--- src/hdl/css_pkg.sv ---
// Constants for the command source selector.
// Assumes a 32-bit APB register bus and 16-bit command words.
package css_pkg;
  // ------------------------------------------------------------
  // Register byte offsets
  // ------------------------------------------------------------
  localparam logic [7:0] OFS_CTRL = 8'h00;
  localparam logic [7:0] OFS_P1_FREQ = 8'h04;
  localparam logic [7:0] OFS_P1_FREQ_ALT = 8'h08;
  localparam logic [7:0] OFS_P1_RUN = 8'h0c;
  localparam logic [7:0] OFS_P2_FREQ = 8'h10;
  localparam logic [7:0] OFS_P2_FREQ_ALT = 8'h14;
  localparam logic [7:0] OFS_P2_RUN = 8'h18;
  localparam logic [7:0] OFS_STATUS = 8'h1c;
  localparam logic [7:0] OFS_PARAM = 8'h20;
  // ------------------------------------------------------------
  // Control register fields
  // ------------------------------------------------------------
  localparam int CTRL_MODE_LSB = 0;
  localparam int CTRL_MODE_W = 4;
  localparam int CTRL_LE_ASSIGNED = 4;
  localparam int CTRL_LE_NEGATIVE = 5;
  localparam int CTRL_FB_LSB = 8;
  localparam int CTRL_LOADER_LSB = 12;
  localparam int LINK_MODE_W = 2;
  localparam logic [15:0] CTRL_RESET = 16'h0000;
  // ------------------------------------------------------------
  // Run word bits and status fields
  // ------------------------------------------------------------
  localparam int RUN_FWD_BIT = 0;
  localparam int RUN_X1_BIT = 2;
  localparam int STAT_FSRC_LSB = 0;
  localparam int STAT_RSRC_LSB = 2;
  localparam int STAT_LINK = 4;
  localparam logic [15:0] WORD_RESET = 16'h0000;
  // ------------------------------------------------------------
  // Command sources, link modes and synchroniser depth
  // ------------------------------------------------------------
  localparam logic [1:0] SRC_LOCAL = 2'h0;
  localparam logic [1:0] SRC_P1 = 2'h1;
  localparam logic [1:0] SRC_P2 = 2'h2;
  localparam logic [1:0] SRC_FB = 2'h3;
  localparam logic [1:0] LINK_FOLLOW = 2'h0;
  localparam logic [1:0] LINK_FREQ = 2'h1;
  localparam logic [1:0] LINK_RUN = 2'h2;
  localparam logic [1:0] LINK_BOTH = 2'h3;
  localparam int SYNC_STAGES = 3;
endpackage : css_pkg

--- src/hdl/css_pin_sync.sv ---
// Three-stage pin synchroniser with agreement filter.
// Assumes pins are asynchronous to core_clk.
`timescale 1ns/1ns
module css_pin_sync
  import css_pkg::*;
#(
  parameter int WIDTH = 3
)
(
  input wire logic core_clk,
  input wire logic rst,
  input wire logic ce,
  input wire logic [WIDTH-1:0] pin_in,
  output logic [WIDTH-1:0] level_out
);
  logic [WIDTH-1:0] s1_reg;
  logic [WIDTH-1:0] s2_reg;
  logic [WIDTH-1:0] s3_reg;
  logic [WIDTH-1:0] level_reg;
  logic [WIDTH-1:0] level_next;

  // ------------------------------------------------------------
  // Accept a change only when stages two and three agree
  // ------------------------------------------------------------
  always_comb
  begin
    level_next = level_reg;
    for (int i = 0; i < WIDTH; i++)
    begin
      if (s2_reg[i] == s3_reg[i])
      begin
        level_next[i] = s3_reg[i];
      end
    end
  end

  always_ff @(posedge core_clk or posedge rst)
  begin
    if (rst)
    begin
      s1_reg <= '0;
      s2_reg <= '0;
      s3_reg <= '0;
      level_reg <= '0;
    end
    else if (ce)
    begin
      s1_reg <= pin_in;
      s2_reg <= s1_reg;
      s3_reg <= s2_reg;
      level_reg <= level_next;
    end
  end

  assign level_out = level_reg;
endmodule : css_pin_sync

--- src/hdl/css_selector.sv ---
// Frequency and run command source selector with APB registers.
// Assumes APB master on core_clk; local frequency and fieldbus words on core_clk.
//
// Added by the designer: the address map and the APB slave port.
`timescale 1ns/1ns
// Functional notes
// - With link enable assigned and its input off, commands come from local sources.
// - With the link disabled, local frequency, forward and input one replace the comm words.
// - Parameter data is readable and writable over the link whatever the source mode.
// - The source mode applies only while the link is valid, else sources are local.
// - Modes 0 to 3 select local or port 1 for frequency and run as tabled.
// - Modes 4 to 8 bring port 2 into the frequency and run selection as tabled.
// - Link-delivered digital inputs follow the run command source.
// - Fieldbus and loader link modes override the source mode selection.
// - Without an assigned input, changing the source mode switches like a terminal would.
// - With no input assigned to link enable, the link counts as always enabled.
// - Negative logic inverts the link enable input.
// - Comm command words are cleared at power-up and the host must rewrite them.
// - Comm words are written and held while the link is invalid, used once valid.
module css_selector
  import css_pkg::*;
#(
  parameter int WORD_W = 16
)
(
  input wire logic core_clk,
  input wire logic rst,
  input wire logic ce,
  input wire logic psel,
  input wire logic penable,
  input wire logic pwrite,
  input wire logic [7:0] paddr,
  input wire logic [31:0] pwdata,
  output logic [31:0] prdata,
  output logic pready,
  output logic pslverr,
  input wire logic link_enable_input,
  input wire logic forward_run_terminal,
  input wire logic general_input_one,
  input wire logic [WORD_W-1:0] local_freq,
  input wire logic [WORD_W-1:0] fb_freq,
  input wire logic [WORD_W-1:0] fb_run_word,
  output logic [WORD_W-1:0] freq_cmd,
  output logic run_forward,
  output logic input_one,
  output logic [1:0] freq_src,
  output logic [1:0] run_src,
  output logic link_valid,
  output logic [WORD_W-1:0] param_word
);
  // ------------------------------------------------------------
  // Helpers
  // ------------------------------------------------------------
  function automatic logic [3:0] mode_decode(input logic [3:0] mode);
    case (mode)
      4'h0: mode_decode = {SRC_LOCAL, SRC_LOCAL};
      4'h1: mode_decode = {SRC_P1, SRC_LOCAL};
      4'h2: mode_decode = {SRC_LOCAL, SRC_P1};
      4'h3: mode_decode = {SRC_P1, SRC_P1};
      4'h4: mode_decode = {SRC_P2, SRC_LOCAL};
      4'h5: mode_decode = {SRC_P2, SRC_P1};
      4'h6: mode_decode = {SRC_LOCAL, SRC_P2};
      4'h7: mode_decode = {SRC_P1, SRC_P2};
      4'h8: mode_decode = {SRC_P2, SRC_P2};
      default: mode_decode = {SRC_LOCAL, SRC_LOCAL};
    endcase
  endfunction : mode_decode

  function automatic logic [WORD_W-1:0] pick_freq(input logic [WORD_W-1:0] main_w,
                                                  input logic [WORD_W-1:0] alt_w);
    pick_freq = (alt_w != '0) ? alt_w : main_w;
  endfunction : pick_freq

  // ------------------------------------------------------------
  // Pin synchronisers
  // ------------------------------------------------------------
  logic [2:0] pins_sync;
  logic le_sync;
  logic fwd_sync;
  logic x1_sync;

  css_pin_sync #(.WIDTH(3)) u_sync (
    .core_clk(core_clk),
    .rst(rst),
    .ce(ce),
    .pin_in({link_enable_input, forward_run_terminal, general_input_one}),
    .level_out(pins_sync)
  );
  assign le_sync = pins_sync[2];
  assign fwd_sync = pins_sync[1];
  assign x1_sync = pins_sync[0];

  // ------------------------------------------------------------
  // APB register file
  // ------------------------------------------------------------
  logic [15:0] ctrl_reg, ctrl_next;
  logic [WORD_W-1:0] p1_freq_reg, p1_freq_next;
  logic [WORD_W-1:0] p1_alt_reg, p1_alt_next;
  logic [WORD_W-1:0] p1_run_reg, p1_run_next;
  logic [WORD_W-1:0] p2_freq_reg, p2_freq_next;
  logic [WORD_W-1:0] p2_alt_reg, p2_alt_next;
  logic [WORD_W-1:0] p2_run_reg, p2_run_next;
  logic [WORD_W-1:0] param_reg, param_next;
  logic [31:0] prdata_reg, prdata_next;
  logic pready_reg, pready_next;
  logic pslverr_reg, pslverr_next;
  logic wr_fire;
  logic mapped;
  logic [31:0] rd_word;
  logic [31:0] status_word;

  assign wr_fire = psel && penable && pready_reg && pwrite;

  always_comb
  begin
    mapped = 1'b1;
    rd_word = 32'h0000_0000;
    case (paddr)
      OFS_CTRL: rd_word = {16'h0000, ctrl_reg};
      OFS_P1_FREQ: rd_word = 32'(p1_freq_reg);
      OFS_P1_FREQ_ALT: rd_word = 32'(p1_alt_reg);
      OFS_P1_RUN: rd_word = 32'(p1_run_reg);
      OFS_P2_FREQ: rd_word = 32'(p2_freq_reg);
      OFS_P2_FREQ_ALT: rd_word = 32'(p2_alt_reg);
      OFS_P2_RUN: rd_word = 32'(p2_run_reg);
      OFS_STATUS: rd_word = status_word;
      OFS_PARAM: rd_word = 32'(param_reg);
      default: mapped = 1'b0;
    endcase
  end

  always_comb
  begin
    ctrl_next = ctrl_reg;
    p1_freq_next = p1_freq_reg;
    p1_alt_next = p1_alt_reg;
    p1_run_next = p1_run_reg;
    p2_freq_next = p2_freq_reg;
    p2_alt_next = p2_alt_reg;
    p2_run_next = p2_run_reg;
    param_next = param_reg;
    pready_next = psel && penable && !pready_reg;
    prdata_next = prdata_reg;
    pslverr_next = 1'b0;
    if (psel && penable && !pready_reg)
    begin
      prdata_next = pwrite ? 32'h0000_0000 : rd_word;
      pslverr_next = !mapped;
    end
    if (wr_fire)
    begin
      // Comm words stored regardless of link state
      case (paddr)
        OFS_CTRL: ctrl_next = pwdata[15:0];
        OFS_P1_FREQ: p1_freq_next = pwdata[WORD_W-1:0];
        OFS_P1_FREQ_ALT: p1_alt_next = pwdata[WORD_W-1:0];
        OFS_P1_RUN: p1_run_next = pwdata[WORD_W-1:0];
        OFS_P2_FREQ: p2_freq_next = pwdata[WORD_W-1:0];
        OFS_P2_FREQ_ALT: p2_alt_next = pwdata[WORD_W-1:0];
        OFS_P2_RUN: p2_run_next = pwdata[WORD_W-1:0];
        OFS_PARAM: param_next = pwdata[WORD_W-1:0];
        default: param_next = param_reg;
      endcase
    end
  end

  always_ff @(posedge core_clk or posedge rst)
  begin
    if (rst)
    begin
      ctrl_reg <= CTRL_RESET;
      p1_freq_reg <= WORD_RESET;
      p1_alt_reg <= WORD_RESET;
      p1_run_reg <= WORD_RESET;
      p2_freq_reg <= WORD_RESET;
      p2_alt_reg <= WORD_RESET;
      p2_run_reg <= WORD_RESET;
      param_reg <= WORD_RESET;
      prdata_reg <= 32'h0000_0000;
      pready_reg <= 1'b0;
      pslverr_reg <= 1'b0;
    end
    else if (ce)
    begin
      ctrl_reg <= ctrl_next;
      p1_freq_reg <= p1_freq_next;
      p1_alt_reg <= p1_alt_next;
      p1_run_reg <= p1_run_next;
      p2_freq_reg <= p2_freq_next;
      p2_alt_reg <= p2_alt_next;
      p2_run_reg <= p2_run_next;
      param_reg <= param_next;
      prdata_reg <= prdata_next;
      pready_reg <= pready_next;
      pslverr_reg <= pslverr_next;
    end
  end

  // ------------------------------------------------------------
  // Source selection
  // ------------------------------------------------------------
  logic [3:0] src_mode;
  logic le_assigned;
  logic le_negative;
  logic [1:0] fb_mode;
  logic [1:0] loader_mode;
  logic link_next;
  logic [3:0] base_src;
  logic [1:0] fsrc_next, rsrc_next;
  logic [WORD_W-1:0] freq_next;
  logic [WORD_W-1:0] run_word;
  logic fwd_next, x1_next;
  logic [WORD_W-1:0] freq_reg;
  logic fwd_reg, x1_reg;
  logic [1:0] fsrc_reg, rsrc_reg;
  logic link_reg;

  assign src_mode = ctrl_reg[CTRL_MODE_LSB +: CTRL_MODE_W];
  assign le_assigned = ctrl_reg[CTRL_LE_ASSIGNED];
  assign le_negative = ctrl_reg[CTRL_LE_NEGATIVE];
  assign fb_mode = ctrl_reg[CTRL_FB_LSB +: LINK_MODE_W];
  assign loader_mode = ctrl_reg[CTRL_LOADER_LSB +: LINK_MODE_W];
  assign status_word = {27'h0000000, link_reg, rsrc_reg, fsrc_reg};

  always_comb
  begin
    // Unassigned input means link always on polarity
    link_next = le_assigned ? (le_sync ^ le_negative) : 1'b1;
    // Mode applies only with a valid link
    base_src = link_next ? mode_decode(src_mode) : {SRC_LOCAL, SRC_LOCAL};
    fsrc_next = base_src[3:2];
    rsrc_next = base_src[1:0];
    // Fieldbus then loader take precedence
    if (fb_mode == LINK_FREQ || fb_mode == LINK_BOTH)
    begin
      fsrc_next = SRC_FB;
    end
    if (fb_mode == LINK_RUN || fb_mode == LINK_BOTH)
    begin
      rsrc_next = SRC_FB;
    end
    if (loader_mode == LINK_FREQ || loader_mode == LINK_BOTH)
    begin
      fsrc_next = SRC_P1;
    end
    if (loader_mode == LINK_RUN || loader_mode == LINK_BOTH)
    begin
      rsrc_next = SRC_P1;
    end
    case (fsrc_next)
      SRC_P1: freq_next = pick_freq(p1_freq_reg, p1_alt_reg);
      SRC_P2: freq_next = pick_freq(p2_freq_reg, p2_alt_reg);
      SRC_FB: freq_next = fb_freq;
      default: freq_next = local_freq;
    endcase
    case (rsrc_next)
      SRC_P1: run_word = p1_run_reg;
      SRC_P2: run_word = p2_run_reg;
      SRC_FB: run_word = fb_run_word;
      default: run_word = WORD_RESET;
    endcase
    // Link digital inputs ride with the run source
    fwd_next = (rsrc_next == SRC_LOCAL) ? fwd_sync : run_word[RUN_FWD_BIT];
    x1_next = (rsrc_next == SRC_LOCAL) ? x1_sync : run_word[RUN_X1_BIT];
  end

  always_ff @(posedge core_clk or posedge rst)
  begin
    if (rst)
    begin
      freq_reg <= WORD_RESET;
      fwd_reg <= 1'b0;
      x1_reg <= 1'b0;
      fsrc_reg <= SRC_LOCAL;
      rsrc_reg <= SRC_LOCAL;
      link_reg <= 1'b0;
    end
    else if (ce)
    begin
      freq_reg <= freq_next;
      fwd_reg <= fwd_next;
      x1_reg <= x1_next;
      fsrc_reg <= fsrc_next;
      rsrc_reg <= rsrc_next;
      link_reg <= link_next;
    end
  end

  assign prdata = prdata_reg;
  assign pready = pready_reg;
  assign pslverr = pslverr_reg;
  assign freq_cmd = freq_reg;
  assign run_forward = fwd_reg;
  assign input_one = x1_reg;
  assign freq_src = fsrc_reg;
  assign run_src = rsrc_reg;
  assign link_valid = link_reg;
  assign param_word = param_reg;

  logic no_override;
  assign no_override = (fb_mode == LINK_FOLLOW) && (loader_mode == LINK_FOLLOW);
endmodule : css_selector

--- config.mk ---
export PLATFORM = sky130hd
export DESIGN_NAME = css_selector
export DESIGN_NICKNAME = d
export VERILOG_FILES = /design/src/hdl/css_pkg.sv /design/src/hdl/css_pin_sync.sv /design/src/hdl/css_selector.sv
export SDC_FILE = /design/constraint.sdc
export NUM_CORES = 1
export LEC_CHECK = 0
export CAP_MARGIN = 20
export CORE_MARGIN = 8
export CORE_UTILIZATION = 45
export DETAILED_ROUTE_END_ITERATION = 12
export DONT_BUFFER_PORTS = 1
export PLACE_DENSITY = 0.6
export SLEW_MARGIN = 0
export SYNTH_ARGS = -nofsm -noshare
export SYNTH_HDL_FRONTEND = slang
export SYNTH_SLANG_ARGS = --single-unit
export TNS_END_PERCENT = 20
--- constraint.sdc ---
create_clock -name core_clk -period 6.7 [get_ports core_clk]
set_input_delay 1.005 -clock core_clk [delete_from_list [all_inputs] [get_ports core_clk]]
set_output_delay 1.005 -clock core_clk [all_outputs]
set_load 0.05 [all_outputs]
**After elaboration in Yosys (flattened, before gate mapping)**

Memory sizes are Yosys's and may differ from the RTL's.
Index checks and enable logic that the tools add are counted.

- Bits in registers: 197
- Memory bits (read-only): 64
- Output and inout bits: 73
- Logic and storage cells: 91
- Memories kept: 1

Memory list:

| name | words | width | rd ports | clocked after memory_dff | wr ports | line | text |
|---|---|---|---|---|---|---|---|
| (no name shown) | 16 | 4 | 1 | 0 | 0 | css_selector.sv:55 | `case (mode)` |

- Equal/unequal tests: 23
- Muxes and demuxes: 16
- Bitwise gates (word level): 1
- Reductions and logical operators: 27

Operators with widths:

| operator | count |
|---|---|
| $pmux W16 S9 | 1 |
| $pmux W16 S3 | 1 |
| $eq A8 B5 Y1 const B | 4 |
| $mux W16 | 2 |
| $mux W32 | 1 |
| $reduce_bool A16 Y1 | 2 |
| $reduce_and A3 Y1 | 8 |
| $eq A2 B2 Y1 const B | 8 |
| $eq A8 B4 Y1 const B | 2 |
| $pmux W3 S3 | 1 |
| $reduce_or A9 Y1 | 1 |
| $eq A2 B1 Y1 const B | 4 |
| $eq A8 B3 Y1 const B | 1 |
| $eq A8 B6 Y1 const B | 1 |
| $logic_not A8 Y1 | 1 |
| $mux W2 | 4 |
| $reduce_and A2 Y1 | 4 |
| $mux W1 | 5 |
| $logic_and A1 B1 Y1 | 4 |
| $logic_or A1 B1 Y1 | 4 |
| $mux W4 | 1 |
| $eq A1 B1 Y1 | 3 |
| $logic_not A1 Y1 | 2 |
| $logic_not A2 Y1 | 1 |
| $xor A1 B1 Y1 | 1 |

**Logic depth before layout (Yosys ltp)**

- Word-level depth: 8
- Gate-level depth with buffers: 8

**Modules after synthesis**

From an unflattened synthesis, not the netlist that was laid out.

- Cells, all modules: 790
- Area, all modules: 9155.0 µm²

By module, submodules not included:

| module | instances | cells each | area an instance (µm²) |
|---|---|---|---|
| css_selector | 1 | 756 | 8669.6 |
| css_pin_sync | 1 | 34 | 485.5 |

**Worst setup path after synthesis**

OpenSTA, ideal clock, no wires.

- Kind: input port to flip-flop
- Start point: in ce
- End point: reg p2_alt_reg[0]
- Library setup time: 0.125 ns
- Data arrival time: 2.535 ns
- Setup slack: 4.040 ns
- Stages: 8
- Cells stage by stage: buf_2 and3_1 and3_1 buf_4 nand2_1 nor3_4 buf_4 mux2_2

- Longest elaborated chain between the ends: 1

Ends and longest elaborated chain:

| what | line | text |
|---|---|---|
| start, declared | css_selector.sv:28 | `input wire logic ce,` |
| $reduce_and A3 Y1 (no source line) | - |  |
| end signal, assigned | css_selector.sv:190 | `p2_alt_reg <= p2_alt_next;` |
| end, declared | css_selector.sv:101 | `logic [WORD_W-1:0] p2_alt_reg, p2_alt_next;` |

No other way between the ends.
A chain may end at the register's enable or synchronous reset.

**Final worst setup path**

- Start point: in paddr[5]
- End point: reg p1_run_reg[9]

- Longest elaborated chain between the ends: 2

Ends and longest elaborated chain:

| what | line | text |
|---|---|---|
| start, declared | css_selector.sv:32 | `input wire logic [7:0] paddr,` |
| $eq A8 B4 Y1 | css_selector.sv:153 | `case (paddr)` |
| $reduce_and A3 Y1 (no source line) | - |  |
| end signal, assigned | css_selector.sv:188 | `p1_run_reg <= p1_run_next;` |
| end, declared | css_selector.sv:99 | `logic [WORD_W-1:0] p1_run_reg, p1_run_next;` |

No other way between the ends.

==> impl_metrics.json <==
{
  "status": "finished, final reports clean",
  "grt_remaining_overflow": 0,
  "totalWireLength_um": 25710,
  "final_cell_area_um2": 9854,
  "cts_post_setup_buffers_inserted": 0,
  "grt_pass1_vias": 6708,
  "drt-initial-drc-count": 544,
  "totalNegativeSetupSlack_ns": 0,
  "crit_type": "primary input to register",
  "design.die.area_um2": 25150,
  "seq_area_frac_synth_pct": 49.51,
  "synthesis.area_um2": 9149,
  "synth_flop_type": "dfrtp_1",
  "fin_worst_hold_slack_ns": 0.4890,
  "viasPerCell": 6.165,
  "maxCapViolations": 0,
  "dp.cells": 997,
  "timing.final.crit_period_ns": 3.058,
  "half_perimeter_wire_length_of_the_detailed_placement_result_um": 18520,
  "main_combinational_cell_family_by_area_after_synthesis": "multiplexers",
  "boundaryPins": 170,
  "cts_h_tree_lvls": 4,
  "critical_path.cell_chain": "nor3_1, nand3_1, nor2_2, mux2_2",
  "grt_antenna_before_repair": 0,
  "drt_first_pass_iters": 5,
  "static-leakage-power_nw": 4.507,
  "rsz0062_at_grt": "no",
  "clk_latency_ns": 0.43,
  "clk_path_buf_depth": 2,
  "tightest_slew_ns": 1.022,
  "critical-path-max-stage-delay_ns": 0.99,
  "ant_nets": 0,
  "placement.setup.worst_slack_ns": 3.274,
  "final_layout_size_suffix_gt1_share_pct": 24.97,
  "worst-r2r-cell-count": 4,
  "wire_per_inst_um": 24.94,
  "filler_cell_count": 1783,
  "synth.avg_cell_area_um2": 11.80,
  "synth-xor-area-share_pct": 0.1915,
  "final-setup-viol-count": 0,
  "portBuffers": 0,
  "report.final.slew_viol_count": 0,
  "cts_root_buffer": "clkbuf_16",
  "final_number_of_hold_violating_endpoints": 0,
  "grt_max_degree": 117,
  "worst-endpoint-arrival_ns": 3.37,
  "synth_cell_types": 67,
  "route.vias.total": 6356,
  "detail_route.drc_violations": 0,
  "synth-compound-area-share_pct": 13.99,
  "yosysWarnings": 0,
  "die_width_um": 158.6,
  "final_core_utilization_pct": 49.02,
  "finalWeightedCongestion": 0.8190,
  "path_clk_slew_ns": 0.07,
  "post_cts_resized": 0,
  "synth.area.mux_share_pct": 22.31,
  "hold_class": "primary input to async pin",
  "tritoncts": "built",
  "postCtsHoldBufs": 0,
  "die_y_um": 158.6,
  "postSynthCellCount": 775,
  "cp_max_fo": 16,
  "tritoncts.num_buffers": 17,
  "critPathRequiredTime_ns": 7.01,
  "synth-adder-area-share_pct": 0,
  "power_per_cell_area_nw_per_um2": 243.4,
  "tritoncts_num_sinks": 181,
  "start_kind": "primary input",
  "core_area_um2": 20100,
  "grt_pass1_wl_um": 39600,
  "post-route-period-util_pct": 45.64,
  "antenna_cells": 0,
  "standard_cell_row_count": 52,
  "timing.max_slew.rel_slack_pct": 31.77,
  "gr-usage-all-layers_pct": 21.04,
  "slowest_cell_on_crit_path": "nor2_2",
  "ys_ff_latch": 181,
  "skew_ns": 0.006777,
  "setup_slack_ns": 3.642,
  "post_synth_and_or_nand_nor_area_fraction_pct": 8.548,
  "area_growth_syn_to_layout_pct": 7.713,
  "fin_cells": 1031,
  "maximum_frequency_from_static_timing_analysis_mhz": 327.0,
  "totalPowerFinal_mw": 2.398,
  "worst_ir_drop_vdd_v": 0.0001853,
  "end_kind": "register",
  "start_util_pct": 45.51,
  "post_synth_arst_share_pct": 100.0,
  "detailed_place.area_um2": 9184,
  "nets": 845,
  "number_of_flops_mapped_to_enable_cells_by_yosys": 0
}
==> cells in the final DEF, fill, tap and decap left out, drive strengths merged, types with 4 or more instances in the layout <==
| cell | netlist | final |
|---|---|---|
| o2bb2ai | 5 | 5 |
| nor4 | 13 | 13 |
| mux2 | 135 | 135 |
| o22ai | 10 | 10 |
| buf | 45 | 4 |
| a211oi | 15 | 15 |
| or2 | 4 | 4 |
| inv | 31 | 35 |
| nand2 | 38 | 38 |
| nor2b | 7 | 7 |
| mux4 | 9 | 9 |
| conb | 1 | 16 |
| clkbuf | 20 | 19 |
| a21oi | 37 | 37 |
| a221oi | 4 | 4 |
| o221ai | 8 | 8 |
| a22oi | 6 | 6 |
| nor3 | 6 | 6 |
| nor4b | 5 | 5 |
| o32ai | 11 | 11 |
| a31oi | 6 | 6 |
| nor2 | 38 | 38 |
| a22o | 4 | 4 |
| a41oi | 10 | 10 |
| nand2b | 5 | 5 |
| mux2i | 28 | 28 |
| o21ai | 39 | 39 |
| dfrtp | 181 | 181 |
| o21a | 12 | 12 |
| bufinv | 0 | 4 |
==> path summary, 6_finish.rpt <==
check | start | endpoint | slack [ns]
hold / removal | rst | param_word[4] | 0.49
setup reg to reg | pready | p1_run_reg[9] | 3.98
max in group asynchronous | rst | p2_alt_reg[4] | 4.92
hold reg to reg | ctrl_reg[11] | ctrl_reg[11] | 0.50
setup / recovery | paddr[5] | p1_run_reg[9] | 3.64
min in group core_clk | ctrl_reg[11] | ctrl_reg[11] | 0.50
==> cell type report <==
type	count	area, um2	area share [%]
flip-flops and latches	181	4529	45.96
multi-input cells	513	4180	42.42
clock buffers	19	442.9	4.495
well taps	270	337.8	3.428
clock inverters	13	192.7	1.955
inverters	31	121.4	1.232
repair buffers	4	50.05	0.5079
==> worst max-delay path, delay by kind of cell <==
family | cells | cell delay [ns]
and+or+nand+nor | 3 | 1.93
muxes | 1 | 0.42
==> metal layers <==
layer	GRT usage (%)	up-vias	wire length, um	share of wire, %
met4	9.789	0	863	3.4
met1	23.66	3331	9613	37
met2	36.76	190	13540	53
li1	-	2797	-	-
met3	5.402	38	1695	6.6
met5	0	-	0	0
==> power breakdown <==
part | total [mW] | switching (mW) | internal, mW
registers | 1.20 | 0.0779 | 1.12
clock network | 1.08 | 0.435 | 0.640
logic | 0.123 | 0.0802 | 0.0428
==> logic make-up after synthesis <==
family,count (synthesis)
multiplexers,172
buffers and inverters,96
AO/OA/AOI/OAI,188
AND/OR/NAND/NOR,135
other,1
XOR/XNOR,2
flip-flops,181
==> Yosys cell counts, types with 3 or more instances <==
cell type	count	area, um2
a41oi_1	10	87.58
nor4b_1	4	35.03
dfrtp_1	181	4529
a221oi_1	4	35.03
or3_1	3	18.77
and4_1	3	26.28
buf_2	15	75.07
or2_2	3	18.77
mux2_2	117	1318
a22oi_1	6	45.04
o32ai_1	11	96.34
o311a_1	3	30.03
nor4_4	3	63.81
o22ai_1	10	62.56
o21ai_0	36	180.2
nand2b_1	5	31.28
clkbuf_1	20	75.07
a21oi_1	37	185.2
a21o_1	3	22.52
buf_1	3	11.26
nor4_1	10	62.56
o221ai_1	8	70.07
mux2_4	10	150.1
nor3_1	4	20.02
o21ai_1	3	15.01
mux4_2	9	202.7
nand2_1	34	127.6
buf_4	23	172.7
a31oi_1	6	37.54
a22o_1	4	35.03
mux2i_1	28	280.3
mux2_1	8	90.09
nor2_1	36	135.1
inv_1	31	116.4
o2bb2ai_1	5	43.79
buf_6	4	45.04
o21a_1	12	90.09
o22a_1	3	26.28
nor2b_1	7	43.79
a211oi_1	15	112.6
Power figures use the tool's default switching activity.
